`src/rtl/status_pkg.sv`:
```
package status_pkg;
   // ==========================================================
   // Widths
   // ==========================================================
   localparam int GRP_W = 16;           // Width of one status group
   localparam int STB_W = 8;            // Status byte width
   localparam int ESR_W = 8;            // Standard event status width
   // ==========================================================
   // Status byte bit positions
   // ==========================================================
   localparam int STB_ERRQ_BIT = 2;     // Error queue not empty
   localparam int STB_QUES_BIT = 3;     // Questionable summary
   localparam int STB_ESB_BIT = 5;      // Standard event summary
   localparam int STB_RQS_BIT = 6;      // Request service
   localparam int STB_OPER_BIT = 7;     // Operation summary
   // ==========================================================
   // Standard event bits
   // ==========================================================
   localparam int ESR_OPC_BIT = 0;      // Operation complete
   localparam int ESR_PON_BIT = 7;      // Power on / mode change
   // Questionable input slot fed by the extra group summary
   localparam int QUES_SUB_BIT = 15;
   // ==========================================================
   // Reset values
   // ==========================================================
   localparam logic [GRP_W-1:0] PTR_RST = 16'hFFFF;  // Rising edges detected
   localparam logic [GRP_W-1:0] NTR_RST = 16'h0000;  // Falling ignored
   localparam logic [GRP_W-1:0] ENA_RST = 16'h0000;
   localparam logic [STB_W-1:0] SRE_RST = 8'h00;
   localparam logic [ESR_W-1:0] ESE_RST = 8'h00;
   // ==========================================================
   // Group select codes for programming filters and enables
   // ==========================================================
   typedef enum logic [1:0] {
      GRP_QUES,
      GRP_OPER,
      GRP_SUB,
      GRP_NONE
   } grp_sel_t;
   typedef enum logic [1:0] {
      FLD_PTR,
      FLD_NTR,
      FLD_ENA,
      FLD_EVT
   } grp_fld_t;
endpackage

```
`src/rtl/status_grp_if.sv`:
```
// Programming and readback link between the top and one group
interface status_grp_if #(parameter int W = 16);
   logic [W-1:0] wdata;     // Value to store
   logic wr_ptr;            // Write positive filter
   logic wr_ntr;            // Write negative filter
   logic wr_ena;            // Write event enable
   logic rd_clr;            // Event read, clears event register
   logic [W-1:0] ptr;       // Current positive filter
   logic [W-1:0] ntr;       // Current negative filter
   logic [W-1:0] ena;       // Current enable
   logic [W-1:0] evt;       // Current event register
   logic summary;           // Group summary
   modport ctl (output wdata, wr_ptr, wr_ntr, wr_ena, rd_clr,
      input ptr, ntr, ena, evt, summary);
   modport grp (input wdata, wr_ptr, wr_ntr, wr_ena, rd_clr,
      output ptr, ntr, ena, evt, summary);
endinterface

```
`src/rtl/status_group.sv`:
```
// One status group: condition, filters, event latch, enable, summary
module status_group #(
   parameter int W = 16,
   parameter logic [W-1:0] PTR_INIT = '1,
   parameter logic [W-1:0] NTR_INIT = '0,
   parameter logic [W-1:0] ENA_INIT = '0
) (
   input wire logic clk_sys_i,
   input wire logic rst_b_i,
   input wire logic clear_i,          // Clear-status or mode change
   input wire logic defaults_i,       // Mode change: masks to defaults
   input wire logic [W-1:0] cond_i,   // Live condition bits
   status_grp_if.grp bus
);
   logic [W-1:0] cond_reg;  // Condition one clock ago, for edges
   logic [W-1:0] ptr_reg;
   logic [W-1:0] ntr_reg;
   logic [W-1:0] ena_reg;
   logic [W-1:0] evt_reg;
   logic [W-1:0] hit;

   // ==========================================================
   // Edge detection
   // ==========================================================
   // live condition
   always_ff @(posedge clk_sys_i or negedge rst_b_i) begin
      if (!rst_b_i) begin
         cond_reg <= '0;
      end else begin
         cond_reg <= cond_i;
      end
   end

   assign hit = (cond_i & ~cond_reg & ptr_reg) | (~cond_i & cond_reg & ntr_reg);

   // ==========================================================
   // Filters and enable
   // ==========================================================
   // rising by default
   always_ff @(posedge clk_sys_i or negedge rst_b_i) begin
      if (!rst_b_i) begin
         ptr_reg <= PTR_INIT;
         ntr_reg <= NTR_INIT;
         ena_reg <= ENA_INIT;
      end else if (defaults_i) begin
         ptr_reg <= PTR_INIT;
         ntr_reg <= NTR_INIT;
         ena_reg <= ENA_INIT;
      end else begin
         if (bus.wr_ptr) begin
            ptr_reg <= bus.wdata;
         end
         if (bus.wr_ntr) begin
            ntr_reg <= bus.wdata;
         end
         if (bus.wr_ena) begin
            ena_reg <= bus.wdata;
         end
      end
   end

   // ==========================================================
   // Event latch
   // ==========================================================
   // sticky events
   // New edges win over a clear in the same cycle, so none is lost
   always_ff @(posedge clk_sys_i or negedge rst_b_i) begin
      if (!rst_b_i) begin
         evt_reg <= '0;
      end else if (clear_i || bus.rd_clr) begin
         evt_reg <= hit;
      end else begin
         evt_reg <= evt_reg | hit;
      end
   end

   assign bus.ptr = ptr_reg;
   assign bus.ntr = ntr_reg;
   assign bus.ena = ena_reg;
   assign bus.evt = evt_reg;
   assign bus.summary = |(evt_reg & ena_reg);
endmodule

```
`src/rtl/status_reporting_hierarchy.sv`:
```
// How it works
// - condition registers follow live state
// - enabled falling edge sets event
// - enabled rising edge sets event
// - event bits stay set until cleared
// - summary is OR of event AND enable
// - summaries feed status byte or questionable
// - request is OR of byte AND enable
// - clear-status empties queue and events
// - event enable write and readback
// - event status read clears it
// - operation complete sets bit zero
// - service enable write and readback
// - status byte read clears nothing
// - mode change restores all defaults
// - mode change sets power-up bit
// - device raises request unprompted
// - request service sits at bit six
// - new request only when none pending
// - serial poll clears only request bit
// - filters reset to rising edges
module status_reporting_hierarchy
   import status_pkg::*;
#(
   parameter int W = status_pkg::GRP_W
) (
   input wire logic clk_sys_i,
   input wire logic rst_b_i,
   // Live condition inputs
   input wire logic [W-1:0] ques_cond_i,
   input wire logic [W-1:0] oper_cond_i,
   input wire logic [W-1:0] sub_cond_i,
   input wire logic errq_not_empty_i,         // Error queue holds entries
   input wire logic [ESR_W-1:0] esr_set_i,     // Standard event pulses
   input wire logic ops_idle_i,                // No operation pending
   input wire logic mode_change_i,             // Mode change pulse
   // Group programming
   input wire status_pkg::grp_sel_t grp_sel_i,
   input wire status_pkg::grp_fld_t grp_fld_i,
   input wire logic grp_wr_i,                  // Write selected field
   input wire logic grp_rd_i,                  // Read selected field
   input wire logic [W-1:0] grp_wdata_i,
   output logic [W-1:0] grp_rdata_o,
   // Common commands
   input wire logic cls_i,                     // Clear status
   input wire logic ese_wr_i,
   input wire logic [ESR_W-1:0] ese_wdata_i,
   output logic [ESR_W-1:0] ese_o,
   input wire logic esr_rd_i,                  // Read and clear
   output logic [ESR_W-1:0] esr_rdata_o,
   input wire logic opc_i,                     // Operation complete cmd
   input wire logic sre_wr_i,
   input wire logic [STB_W-1:0] sre_wdata_i,
   output logic [STB_W-1:0] sre_o,
   input wire logic stb_rd_i,                  // Status byte query
   input wire logic spoll_i,                   // Serial poll read
   output logic [STB_W-1:0] stb_o,             // Live status byte
   output logic errq_clear_o,                  // Empty the error queue
   output logic srq_o                          // Service request line
);
   import status_pkg::*;

   // ==========================================================
   // Group links and instances
   // ==========================================================
   status_grp_if #(.W(W)) ques_if ();
   status_grp_if #(.W(W)) oper_if ();
   status_grp_if #(.W(W)) sub_if ();

   logic clear_all;                  // Clear-status or mode change
   logic [W-1:0] ques_in;            // Questionable plus sub summary
   logic [ESR_W-1:0] ese_reg;
   logic [ESR_W-1:0] esr_reg;
   logic [STB_W-1:0] sre_reg;
   logic [STB_W-1:0] stb_reg;
   logic rqs_reg;                    // Request pending
   logic srq_reg;
   logic opc_pend_reg;               // Waiting for operations to end
   logic [W-1:0] grp_rdata_reg;
   logic [ESR_W-1:0] esr_rdata_reg;
   logic errq_clear_reg;
   logic [STB_W-1:0] summ;           // Summary bits without request
   logic mss;                        // Enabled summary
   logic mss_d_reg;                  // Last enabled summary, for edges
   logic [ESR_W-1:0] esr_sets;       // Standard events arriving this cycle

   assign clear_all = cls_i | mode_change_i;

   always_comb begin
      ques_in = ques_cond_i;
      ques_in[QUES_SUB_BIT] = sub_if.summary;
   end

   status_group #(.W(W), .PTR_INIT(W'(PTR_RST)), .NTR_INIT(W'(NTR_RST)),
      .ENA_INIT(W'(ENA_RST))) u_ques (
      .clk_sys_i(clk_sys_i),
      .rst_b_i(rst_b_i),
      .clear_i(clear_all),
      .defaults_i(mode_change_i),
      .cond_i(ques_in),
      .bus(ques_if.grp)
   );
   status_group #(.W(W), .PTR_INIT(W'(PTR_RST)), .NTR_INIT(W'(NTR_RST)),
      .ENA_INIT(W'(ENA_RST))) u_oper (
      .clk_sys_i(clk_sys_i),
      .rst_b_i(rst_b_i),
      .clear_i(clear_all),
      .defaults_i(mode_change_i),
      .cond_i(oper_cond_i),
      .bus(oper_if.grp)
   );
   status_group #(.W(W), .PTR_INIT(W'(PTR_RST)), .NTR_INIT(W'(NTR_RST)),
      .ENA_INIT(W'(ENA_RST))) u_sub (
      .clk_sys_i(clk_sys_i),
      .rst_b_i(rst_b_i),
      .clear_i(clear_all),
      .defaults_i(mode_change_i),
      .cond_i(sub_cond_i),
      .bus(sub_if.grp)
   );

   // ==========================================================
   // Group programming decode
   // ==========================================================
   // Writes go to one field of one group; event reads clear
   always_comb begin
      ques_if.wdata = grp_wdata_i;
      oper_if.wdata = grp_wdata_i;
      sub_if.wdata = grp_wdata_i;
      ques_if.wr_ptr = grp_wr_i && grp_sel_i == GRP_QUES && grp_fld_i == FLD_PTR;
      ques_if.wr_ntr = grp_wr_i && grp_sel_i == GRP_QUES && grp_fld_i == FLD_NTR;
      ques_if.wr_ena = grp_wr_i && grp_sel_i == GRP_QUES && grp_fld_i == FLD_ENA;
      ques_if.rd_clr = grp_rd_i && grp_sel_i == GRP_QUES && grp_fld_i == FLD_EVT;
      oper_if.wr_ptr = grp_wr_i && grp_sel_i == GRP_OPER && grp_fld_i == FLD_PTR;
      oper_if.wr_ntr = grp_wr_i && grp_sel_i == GRP_OPER && grp_fld_i == FLD_NTR;
      oper_if.wr_ena = grp_wr_i && grp_sel_i == GRP_OPER && grp_fld_i == FLD_ENA;
      oper_if.rd_clr = grp_rd_i && grp_sel_i == GRP_OPER && grp_fld_i == FLD_EVT;
      sub_if.wr_ptr = grp_wr_i && grp_sel_i == GRP_SUB && grp_fld_i == FLD_PTR;
      sub_if.wr_ntr = grp_wr_i && grp_sel_i == GRP_SUB && grp_fld_i == FLD_NTR;
      sub_if.wr_ena = grp_wr_i && grp_sel_i == GRP_SUB && grp_fld_i == FLD_ENA;
      sub_if.rd_clr = grp_rd_i && grp_sel_i == GRP_SUB && grp_fld_i == FLD_EVT;
   end

   // Readback register; unselected group reads zero
   always_ff @(posedge clk_sys_i or negedge rst_b_i) begin
      if (!rst_b_i) begin
         grp_rdata_reg <= '0;
      end else if (grp_rd_i) begin
         case (grp_sel_i)
            GRP_QUES: begin
               case (grp_fld_i)
                  FLD_PTR: grp_rdata_reg <= ques_if.ptr;
                  FLD_NTR: grp_rdata_reg <= ques_if.ntr;
                  FLD_ENA: grp_rdata_reg <= ques_if.ena;
                  default: grp_rdata_reg <= ques_if.evt;
               endcase
            end
            GRP_OPER: begin
               case (grp_fld_i)
                  FLD_PTR: grp_rdata_reg <= oper_if.ptr;
                  FLD_NTR: grp_rdata_reg <= oper_if.ntr;
                  FLD_ENA: grp_rdata_reg <= oper_if.ena;
                  default: grp_rdata_reg <= oper_if.evt;
               endcase
            end
            GRP_SUB: begin
               case (grp_fld_i)
                  FLD_PTR: grp_rdata_reg <= sub_if.ptr;
                  FLD_NTR: grp_rdata_reg <= sub_if.ntr;
                  FLD_ENA: grp_rdata_reg <= sub_if.ena;
                  default: grp_rdata_reg <= sub_if.evt;
               endcase
            end
            default: grp_rdata_reg <= '0;
         endcase
      end
   end

   // ==========================================================
   // Standard event status group
   // ==========================================================
   // event enable mask
   always_ff @(posedge clk_sys_i or negedge rst_b_i) begin
      if (!rst_b_i) begin
         ese_reg <= ESE_RST;
      end else if (mode_change_i) begin
         ese_reg <= ESE_RST;
      end else if (ese_wr_i) begin
         ese_reg <= ese_wdata_i;
      end
   end

   // wait for operations to finish before flagging completion
   always_ff @(posedge clk_sys_i or negedge rst_b_i) begin
      if (!rst_b_i) begin
         opc_pend_reg <= 1'b0;
      end else if (clear_all) begin
         opc_pend_reg <= 1'b0;
      end else if (opc_i && !ops_idle_i) begin
         opc_pend_reg <= 1'b1;
      end else if (ops_idle_i) begin
         opc_pend_reg <= 1'b0;
      end
   end

   // operation complete joins the incoming event pulses
   // Kept out of the register process so its reset branch stays plain
   always_comb begin
      esr_sets = esr_set_i;
      esr_sets[ESR_OPC_BIT] = esr_set_i[ESR_OPC_BIT] | (ops_idle_i & (opc_i | opc_pend_reg));
   end

   // Event register; incoming sets win over read or clear
   always_ff @(posedge clk_sys_i or negedge rst_b_i) begin
      if (!rst_b_i) begin
         esr_reg <= '0;
      end else if (mode_change_i) begin
         esr_reg <= ESR_W'(1) << ESR_PON_BIT;
      end else if (cls_i || esr_rd_i) begin
         esr_reg <= esr_sets;
      end else begin
         esr_reg <= esr_reg | esr_sets;
      end
   end

   // read value captured before the clear
   always_ff @(posedge clk_sys_i or negedge rst_b_i) begin
      if (!rst_b_i) begin
         esr_rdata_reg <= '0;
      end else if (esr_rd_i) begin
         esr_rdata_reg <= esr_reg;
      end
   end

   always_ff @(posedge clk_sys_i or negedge rst_b_i) begin
      if (!rst_b_i) begin
         errq_clear_reg <= 1'b0;
      end else begin
         errq_clear_reg <= clear_all;
      end
   end

   // ==========================================================
   // Status byte and service request
   // ==========================================================
   // summaries into status byte
   always_comb begin
      summ = '0;
      summ[STB_ERRQ_BIT] = errq_not_empty_i;
      summ[STB_QUES_BIT] = ques_if.summary;
      summ[STB_ESB_BIT] = |(esr_reg & ese_reg);
      summ[STB_OPER_BIT] = oper_if.summary;
   end

   // enabled summary, request bit excluded from the mask
   assign mss = |(summ & sre_reg & ~(STB_W'(1) << STB_RQS_BIT));

   always_ff @(posedge clk_sys_i or negedge rst_b_i) begin
      if (!rst_b_i) begin
         sre_reg <= SRE_RST;
      end else if (mode_change_i) begin
         sre_reg <= SRE_RST;
      end else if (sre_wr_i) begin
         sre_reg <= sre_wdata_i;
      end
   end

   always_ff @(posedge clk_sys_i or negedge rst_b_i) begin
      if (!rst_b_i) begin
         mss_d_reg <= 1'b0;
      end else begin
         mss_d_reg <= mss;
      end
   end

   // start only on a rise with nothing pending
   // serial poll ends the pending request
   // plain status byte query leaves it alone
   always_ff @(posedge clk_sys_i or negedge rst_b_i) begin
      if (!rst_b_i) begin
         rqs_reg <= 1'b0;
      end else if (clear_all || spoll_i) begin
         rqs_reg <= 1'b0;
      end else if (mss && !mss_d_reg) begin
         rqs_reg <= 1'b1;
      end
   end

   always_ff @(posedge clk_sys_i or negedge rst_b_i) begin
      if (!rst_b_i) begin
         stb_reg <= '0;
         srq_reg <= 1'b0;
      end else begin
         stb_reg <= summ | ({{(STB_W-1){1'b0}}, rqs_reg} << STB_RQS_BIT);
         srq_reg <= rqs_reg;
      end
   end

   assign grp_rdata_o = grp_rdata_reg;
   assign ese_o = ese_reg;
   assign esr_rdata_o = esr_rdata_reg;
   assign sre_o = sre_reg;
   assign stb_o = stb_reg;
   assign errq_clear_o = errq_clear_reg;
   assign srq_o = srq_reg;
endmodule

```
`config.mk`:
```
export PLATFORM = sky130hd
export DESIGN_NAME = status_reporting_hierarchy
export DESIGN_NICKNAME = d
export VERILOG_FILES = /design/src/rtl/status_pkg.sv /design/src/rtl/status_grp_if.sv /design/src/rtl/status_group.sv /design/src/rtl/status_reporting_hierarchy.sv
export SDC_FILE = /design/constraint.sdc
export NUM_CORES = 1
export LEC_CHECK = 0
export ABC_AREA = 1
export BUFFER_PORTS_ARGS = -buffer_cell sky130_fd_sc_hd__buf_2
export CAP_MARGIN = 5
export CORE_MARGIN = 2
export CORE_UTILIZATION = 40
export DETAILED_ROUTE_END_ITERATION = 8
export GPL_TIMING_DRIVEN = 1
export HOLD_SLACK_MARGIN = 0.06
export MAX_ROUTING_LAYER = met4
export PLACE_DENSITY_LB_ADDON = 0.05
export RECOVER_POWER = 100
export SETUP_SLACK_MARGIN = 0.15
export SLEW_MARGIN = 20
export SYNTH_ARGS = -nofsm -noshare
export SYNTH_HDL_FRONTEND = slang
export SYNTH_SLANG_ARGS = --single-unit
```
`constraint.sdc`:
```
create_clock -name clk_sys_i -period 2.71 [get_ports clk_sys_i]
set_input_delay 0 -clock clk_sys_i [delete_from_list [all_inputs] [get_ports clk_sys_i]]
set_output_delay 0 -clock clk_sys_i [all_outputs]
set_load 0.01 [all_outputs]
```
After elaboration in Yosys (flattened, before gate mapping)
Cells that the tools add are included.

operators by class
  reductions and logical operators = 47
  equal/unequal tests = 5
  mux-type cells = 36
  bitwise gates (word level) = 35

operators with widths
  cell                  number
  $mux W16              21
  $and A16 B16 Y16      15
  $pmux W16 S3          4
  $not A16 Y16          6
  $or A16 B16 Y16       6
  $mux W8               6
  $reduce_or A16 Y1     3
  $reduce_bool A2 Y1    12
  $logic_and A1 B1 Y1   20
  $and A8 B8 Y8         2
  $or A8 B7 Y8          1
  $or A8 B8 Y8          1
  $reduce_or A8 Y1      1
  $reduce_or A7 Y1      1
  $eq A2 B2 Y1 const B  3
  $logic_or A1 B1 Y1    5
  $mux W1               5
  $eq A2 B1 Y1 const B  2
  $logic_not A2 Y1      2
  $or A1 B1 Y1          3
  $reduce_bool A3 Y1    1
  $logic_not A1 Y1      2
  $and A1 B1 Y1         1

word-level totals
  logic and storage cells = 149
  output and inout port bits = 50
  flip-flop bits (word level) = 301
  input bits = 106

Logic depth before layout (Yosys ltp)
Gate-level depths: netlist of the first run.

  word-level depth = 8
  mapped depth = 10
  depth with buffers taken out = 9

Cells and area by module
A second synthesis of the first run with hierarchy kept.

second synthesis, totals
  cell total of the unflattened synthesis = 1,718
  area total of the unflattened synthesis = 14,017.2 um^2

by module, submodules not included
  module                      instances  seq. area each (um^2)  area each (um^2)  cells an instance
  status_group                3          2,021.9                3,328.2           359
  status_reporting_hierarchy  1          1,426.4                4,032.6           641

Worst setup path before layout of the first run
Ideal clock, no wire load.

  kind = input-to-reg
  start point = in mode_change_i
  end point = reg u_ques.evt_reg[12], in the netlist u_ques.bus.evt[12]
  stages = 7
  path slack = 1,537 ps
  buffers on the path = 2
  library setup time = 116 ps
  required time = 2,594 ps
  arrival = 1,057 ps
  cells stage by stage = buf_2 > nor2_1 > inv_1 > a21oi_1 > buf_2 > nand2_1 > o311ai_0

between the ends
  cells in the longest elaborated chain, start to end = 3

RTL lines
  element               line                              text
  from (decl)           status_reporting_hierarchy.sv:36  input wire logic mode_change_i,
  $or A1 B1 Y1          status_reporting_hierarchy.sv:87  assign clear_all = cls_i | mode_change_i;
  named net clear_all   status_reporting_hierarchy.sv:70  logic clear_all;
  $logic_or A1 B1 Y1    status_group.sv:70                end else if (clear_i || bus.rd_clr) begin
  $mux W16              status_group.sv:70
  to (signal assigned)  status_group.sv:71                evt_reg <= hit;
  to (signal assigned)  status_group.sv:73                evt_reg <= evt_reg | hit;
  to (decl)             status_group.sv:19                logic [W-1:0] evt_reg;

The timed path passes the listed nets, and every way through them passes these cells.
A chain may end at the register's enable or synchronous reset.

Worst setup path after layout of the first run
  start point = in grp_fld_i[0]
  end point = reg u_sub.ptr_reg[7], in the netlist u_sub.bus.ptr[7]

between the ends
  cells in the longest elaborated chain, start to end = 3

RTL lines
  element                       line                               text
  from (decl)                   status_reporting_hierarchy.sv:39   input wire status_pkg::grp_fld_t grp_fld_i,
  $logic_not A2 Y1              status_reporting_hierarchy.sv:138  sub_if.wr_ptr = grp_wr_i && grp_sel_i == GRP_SUB && grp_fld_i == FLD_PTR;
  $logic_and A1 B1 Y1           status_reporting_hierarchy.sv:138
  $reduce_bool A2 Y1 (no line)  n/a
  to (signal assigned)          status_group.sv:51                 ptr_reg <= bus.wdata;
  to (decl)                     status_group.sv:16                 logic [W-1:0] ptr_reg;

No other way between the ends.

==> results.py, run 1 <==
metrics = {
    "detailed_routing": {
        "drt-vias-per-instance": 5.109,
        "num_vias": 11860,
        "ant_nets": 0,
        "drt_iter0_drc": 1021,
        "drt_pre_antenna_iters": 5,
        "wl_per_cell_um": 19.13,
        "drc": 0,
        "wl_um": 44410,
    },
    "critical_path": {
        "reg2reg_from": "u_ques.bus.evt[0]",
        "cp-start-kind": "input port",
        "crit_arrival_ns": 2.70,
        "crit_path_start": "grp_fld_i[0]",
        "crit_type": "input port to flop",
        "crit_path_end_kind": "flop",
        "worstPathMaxFanout": 19,
        "cp.required_ns": 3.16,
    },
    "timing": {
        "layout_min_cycle_time_ns": 2.250,
        "period_share_pct": 83.03,
        "hold_ws_ns": 0.06395,
        "timing.fmax_mhz": 444.4,
        "clock_skew_ns": 0.01371,
        "hold_violations": 0,
        "fin_tns_setup_ns": 0,
        "tightestPinTransition_ns": 2.066,
        "slew-limit-headroom_pct": -37.74,
        "maxSlewViolCount": 88,
        "finalSetupViolations": 0,
        "grt_setup_unrepaired": "no",
    },
    "die": {
        "core_mm2": 0.03270,
        "dieHeight_um": 186.5,
        "die_w_um": 186.5,
        "ios": 156,
        "start_util_pct": 40.75,
        "rows": 66,
        "die-area_mm2": 0.03479,
    },
    "placement": {
        "gp_congestion": 0.8715,
        "port_buffers": 150,
        "dp_hpwl_um": 29050,
    },
    "worst_hold_path": {
        "min-delay-path-class": "input port to flop",
        "worstHoldStart": "mode_change_i",
    },
    "yosys": {
        "ys_seq_area_share_pct": 56.22,
        "syn_area_mm2": 0.01333,
        "synth-edff-count": 0,
        "netlist_instances": 1563,
        "avgSynthCellArea_um2": 8.526,
        "synth_top_cell_by_area": "dfrtp_1",
        "ys_ff_latch": 297,
        "yosys_warnings": 0,
        "ys_types": 40,
        "synth_area_leaders": "dfrtp_1, nand2_1, dfstp_2",
        "synth_async_sr_flop_share_pct": 100.0,
        "synth_top_area_share_pct": 46.76,
        "synth_ff_type": "dfrtp_1",
    },
    "cells_and_area": {
        "drive_above_1_share_pct": 10.75,
        "fillers": 3281,
        "antennaDiodeCount": 0,
        "nets": 1961,
        "syn_to_final_growth_pct": 26.59,
        "layout_commonest_cell": "nand2_1",
        "layout_common_cells": "nand2_1, dfrtp_1, inv_1",
    },
    "global_routing": {
        "grt_overflow": 0,
        "grt_use_total_pct": 26.46,
        "grt_pass1_vias": 11620,
        "antenna_found_initial": 0,
        "grt_max_degree": 78,
        "grt_pass1_wl_um": 68920,
    },
    "clocking": {
        "cts_buffers": 35,
        "cts_tree": "built",
        "htree_levels": 2,
        "clk_pin_slew_ns": 0.06,
        "clk_latency_ns": 0.52,
        "cts.sinks": 297,
        "cts_buffer_depth": 3,
        "post-cts-setup-buffers": 0,
        "clock-root-buffer": "clkbuf_16",
    },
    "power_and_ir_drop": {
        "peakVddDrop_v": 0.0004948,
        "leakagePower_nw": 7.825,
        "power.density_mw_per_mm2": 658.7,
    },
    "outcome": {
        "status": "finished, violations left",
        "violations": "max-capacitance violations, max-slew violations",
    },
    "flow_run": {
        "cap_violations": 2,
    },
}
[cells by family (layout without fill, tap and decap cells)]
family,Yosys count,after routing,synth area share [%]
mux,11,11,0.9295
flops,297,297,56.22
buf+inv,258,572,7.840
simple gates,694,694,20.34
other cells,1,3,0.02814
compound gates,302,302,14.65
[where the power goes]
| group | leakage, nW | internal (mW) | switching (mW) | total [mW] |
|---|---|---|---|---|
| Sequential | 3.68 | 4.85 | 0.214 | 5.07 |
| Clock | 0.541 | 2.72 | 1.85 | 4.57 |
| Combinational | 3.61 | 0.532 | 0.947 | 1.48 |
| Total | 7.82 | 8.10 | 3.01 | 11.1 |
[area by class of cell]
cell class / instances / area [µm²] / share of cell area, %
clock inverters: 3 / 18.77 / 0.1113
well taps: 442 / 553.0 / 3.278
inverters: 188 / 706.9 / 4.190
flip-flops and latches: 297 / 7492 / 44.41
repair buffers: 323 / 2270 / 13.45
multi-input cells: 1010 / 4745 / 28.12
clock buffers: 58 / 1085 / 6.430
[per-layer routing]
metal  part of all wire (%)  track usage, %  vias up
li1                       -               -     5657
met1                     48           38.58     5817
met2                     45           39.02      332
met3                    5.8           3.931       53
met4                    1.6           6.105        0
met5                      0               -        -
[worst paths after layout]
path / end / slack [ns] / cells past startpoint
min reg2reg: stb_o[6] / 0.38 / 0
max reg2reg: rqs_reg / 0.79 / 8
max: u_sub.bus.ptr[7] / 0.46 / 7
min: u_ques.bus.ptr[14] / 0.06 / 3
max in group asynchronous: u_ques.bus.ptr[7] / 0.65 / 3
min in group asynchronous: u_oper.cond_reg[2] / 0.63 / 2
[timing repair]
action | CTS | global route
hold buffers | 137 | 0
endpoints found under the hold margin | 463 | 0
gates resized for setup | 0 | 0
[synth_stat cells, types with 24 or more instances]
| master | instances |
|---|---|
| buf_2 | 33 |
| o2111ai_1 | 39 |
| nor2_1 | 119 |
| dfstp_2 | 48 |
| nand2_1 | 517 |
| o221ai_1 | 25 |
| o21ai_0 | 136 |
| dfrtp_1 | 249 |
| nand3_1 | 45 |
| inv_1 | 178 |
| a21oi_1 | 25 |
| clkbuf_1 | 24 |
[stage by stage]
step	power [mW]	util (%)	worst slack, ns	std cells	area (µm²)
4_1_cts	11.25	52.29	0.6965	2320	17100
6_report	11.11	51.59	0.4599	2321	16870
2_1_floorplan	5.846	-	1.537	1565	13330
3_5_place_dp	6.498	44.72	0.7158	2122	14620
5_1_grt	11.60	51.59	0.2789	2321	16870
3_3_place_gp	6.478	44.72	0.7742	2122	14620
[critical path: stages]
cell,delay (ns)
clkbuf_1,0.19
nor2_4,0.13
inv_1,0.27
o31ai_2,1.25
clkbuf_1,0.60
nor2_1,0.09
a31oi_1,0.16
No activity file was read; power rests on OpenSTA's default activity.
==> run 2, diff against run 1 <==
- clock period: 2.71 -> 2.1 ns (I/O delays scaled with it)
==> run 2 against run 1 <==
The flow now finishes without violations; final cell count increased by 0.90%; die area is the same; routed wire length up 0.54%; clock skew shrank 0.0052 ns; first-iteration DRC count is 15% lower; count of clock-buffer cells in the layout grew 2; register-to-register slack got worse by 0.41 ns; hold slack got worse by 0.010 ns; setup slack got worse by 0.26 ns.
==> results.py, run 2 (synthesis gave the netlist of run 1 again) <==
metrics = {
    "outcome": {
        "status": "finished, final reports clean",
    },
    "critical_path": {
        "rrSetupSlack_ns": 0.38,
        "crit_buf_inv": 5,
        "crit_path_start": "grp_rd_i",
        "crit_type": "input port to flop",
        "path_delay_family": "buffers and inverters",
        "cp-start-kind": "input port",
        "reg2reg_from": "u_ques.bus.evt[0]",
        "crit_path_max_incr_delay_ns": 0.54,
        "rr_worst_depth": 9,
        "crit_arrival_ns": 2.25,
        "crit_path_end": "u_sub.bus.evt[4]",
        "worstPathMaxFanout": 10,
        "crit_path_end_kind": "flop",
        "cp.required_ns": 2.45,
        "r2r_end": "rqs_reg",
        "cpMostUsedCell": "clkbuf_1",
        "worst-path-stages": 9,
        "path_cells": "dlygate4sd3_1, clkbuf_1, clkinv_1, nor2_1, clkbuf_1, nand2_1, nand2_1, clkbuf_1, o221ai_1",
        "cp_slowest_cell": "clkbuf_1",
    },
    "flow_run": {
        "cap_violations": 0,
    },
    "cells_and_area": {
        "antennaDiodeCount": 0,
        "syn_to_final_growth_pct": 27.86,
        "layout_commonest_cell": "nand2_1",
        "nets": 1981,
        "drive_above_1_share_pct": 11.79,
        "fillers": 3237,
        "layout.cells.non_filler": 2342,
        "final_area_mm2": 0.01704,
        "layout_common_cells": "nand2_1, dfrtp_1, inv_1",
    },
    "clocking": {
        "cts_hold_buffers": 137,
        "cts_buffer_depth": 3,
        "post-cts-setup-buffers": 0,
        "cts_tree": "built",
        "clock-root-buffer": "clkbuf_16",
        "clk_latency_ns": 0.51,
        "cts.sinks": 297,
        "cts_buffers": 36,
        "htree_levels": 2,
        "cts-resized-gates": 0,
        "clk_pin_slew_ns": 0.06,
    },
    "global_routing": {
        "grt_overflow": 0,
        "grt_pass1_vias": 11760,
        "antenna_found_initial": 0,
        "grt_pass1_wl_um": 69280,
        "grt_max_degree": 70,
        "grt_use_total_pct": 26.63,
    },
    "detailed_routing": {
        "drc": 0,
        "num_vias": 11920,
        "drt-vias-per-instance": 5.091,
        "wl_um": 44650,
        "ant_nets": 0,
        "drt_iter0_drc": 867,
        "drt_pre_antenna_iters": 5,
        "wl_per_cell_um": 19.06,
    },
    "placement": {
        "pre_cts_ws_ns": 0.4459,
        "dp.cells": 2142,
        "dpl-instance-area_mm2": 0.01482,
        "dp_hpwl_um": 29910,
        "port_buffers": 150,
        "gp_congestion": 0.8692,
    },
    "die": {
        "core_mm2": 0.03270,
        "rows": 66,
        "ios": 156,
        "die-area_mm2": 0.03479,
        "dieHeight_um": 186.5,
        "start_util_pct": 40.75,
        "die_w_um": 186.5,
    },
    "timing": {
        "fin_tns_setup_ns": 0,
        "tightestPinTransition_ns": 1.305,
        "timing.fmax_mhz": 527.5,
        "slew-limit-headroom_pct": 12.98,
        "hold_violations": 0,
        "finalSetupViolations": 0,
        "period_share_pct": 90.27,
        "clock_skew_ns": 0.008513,
        "grt_setup_unrepaired": "no",
        "maxSlewViolCount": 0,
        "setup_ws_ns": 0.2043,
        "layout_min_cycle_time_ns": 1.896,
    },
    "worst_hold_path": {
        "min-delay-path-class": "input port to flop",
    },
    "power_and_ir_drop": {
        "p_total_mw": 14.44,
        "power.density_mw_per_mm2": 847.2,
        "peakVddDrop_v": 0.0005891,
        "leakagePower_nw": 7.951,
    },
}
[run 2: changes by cell type in the layout (fill, tap and decap cells not counted), sizes merged]
cell and delta:
buf +13, clkbuf +8, clkinv -2, dlygate4sd3 -1, dlymetal6s2s +1, inv +2
[run 2: worst min path at each step]
stage                                    end  depth (start not counted)  slack, ns     startpoint
after floorplan                 errq_clear_o                          0      -0.30        rst_b_i
after global placement    u_oper.cond_reg[1]                          1      -0.04        rst_b_i
after detailed placement  u_oper.cond_reg[1]                          1      -0.04        rst_b_i
after CTS                         esr_reg[5]                          3       0.07  mode_change_i
after global routing        u_sub.bus.ptr[0]                          5       0.07       grp_wr_i
final                       u_sub.bus.ptr[0]                          5       0.05       grp_wr_i
[run 2: power by group]
group	leakage, nW	switching (mW)	total, mW	internal (mW)
combinational	3.73	1.23	1.94	0.710
clock	0.549	2.39	5.95	3.56
sequential	3.68	0.283	6.54	6.26
[run 2: final cells by class]
type                       instances  area, µm²  share of cell area [%]
sequential                       297       7492                   43.97
clock buffer                      60       1102                   6.469
tap                              442      553.0                   3.246
clock inverter                     3      15.01                 0.08812
multi-input combinational       1010       4740                   27.82
inverter                         188      706.9                   4.149
timing repair buffer             342       2430                   14.26
[run 2: metrics by stage]
step	hold slack, ns	util, %
2_1_floorplan	-0.2956	-
3_3_place_gp	-0.04131	45.33
3_5_place_dp	-0.04447	45.33
4_1_cts	0.06635	52.97
5_1_grt	0.06674	52.10
6_report	0.05386	52.10
[run 2: layer usage]
metal  vias up  GRT usage, %  routed length (µm)
li1       5689             -                   -
met1      5865         38.21               21490
met2       316         40.26               20020
met3        54         4.156                2431
met4         0         5.250                 707
met5         -             -                   0
[run 2: tightest hold or removal path, delay by kind of cell]
| kind | cells | cell delay [ns] |
|---|---|---|
| buf+inv | 2 | 0.25 |
| compound gates | 2 | 0.22 |
| simple gates | 1 | 0.07 |
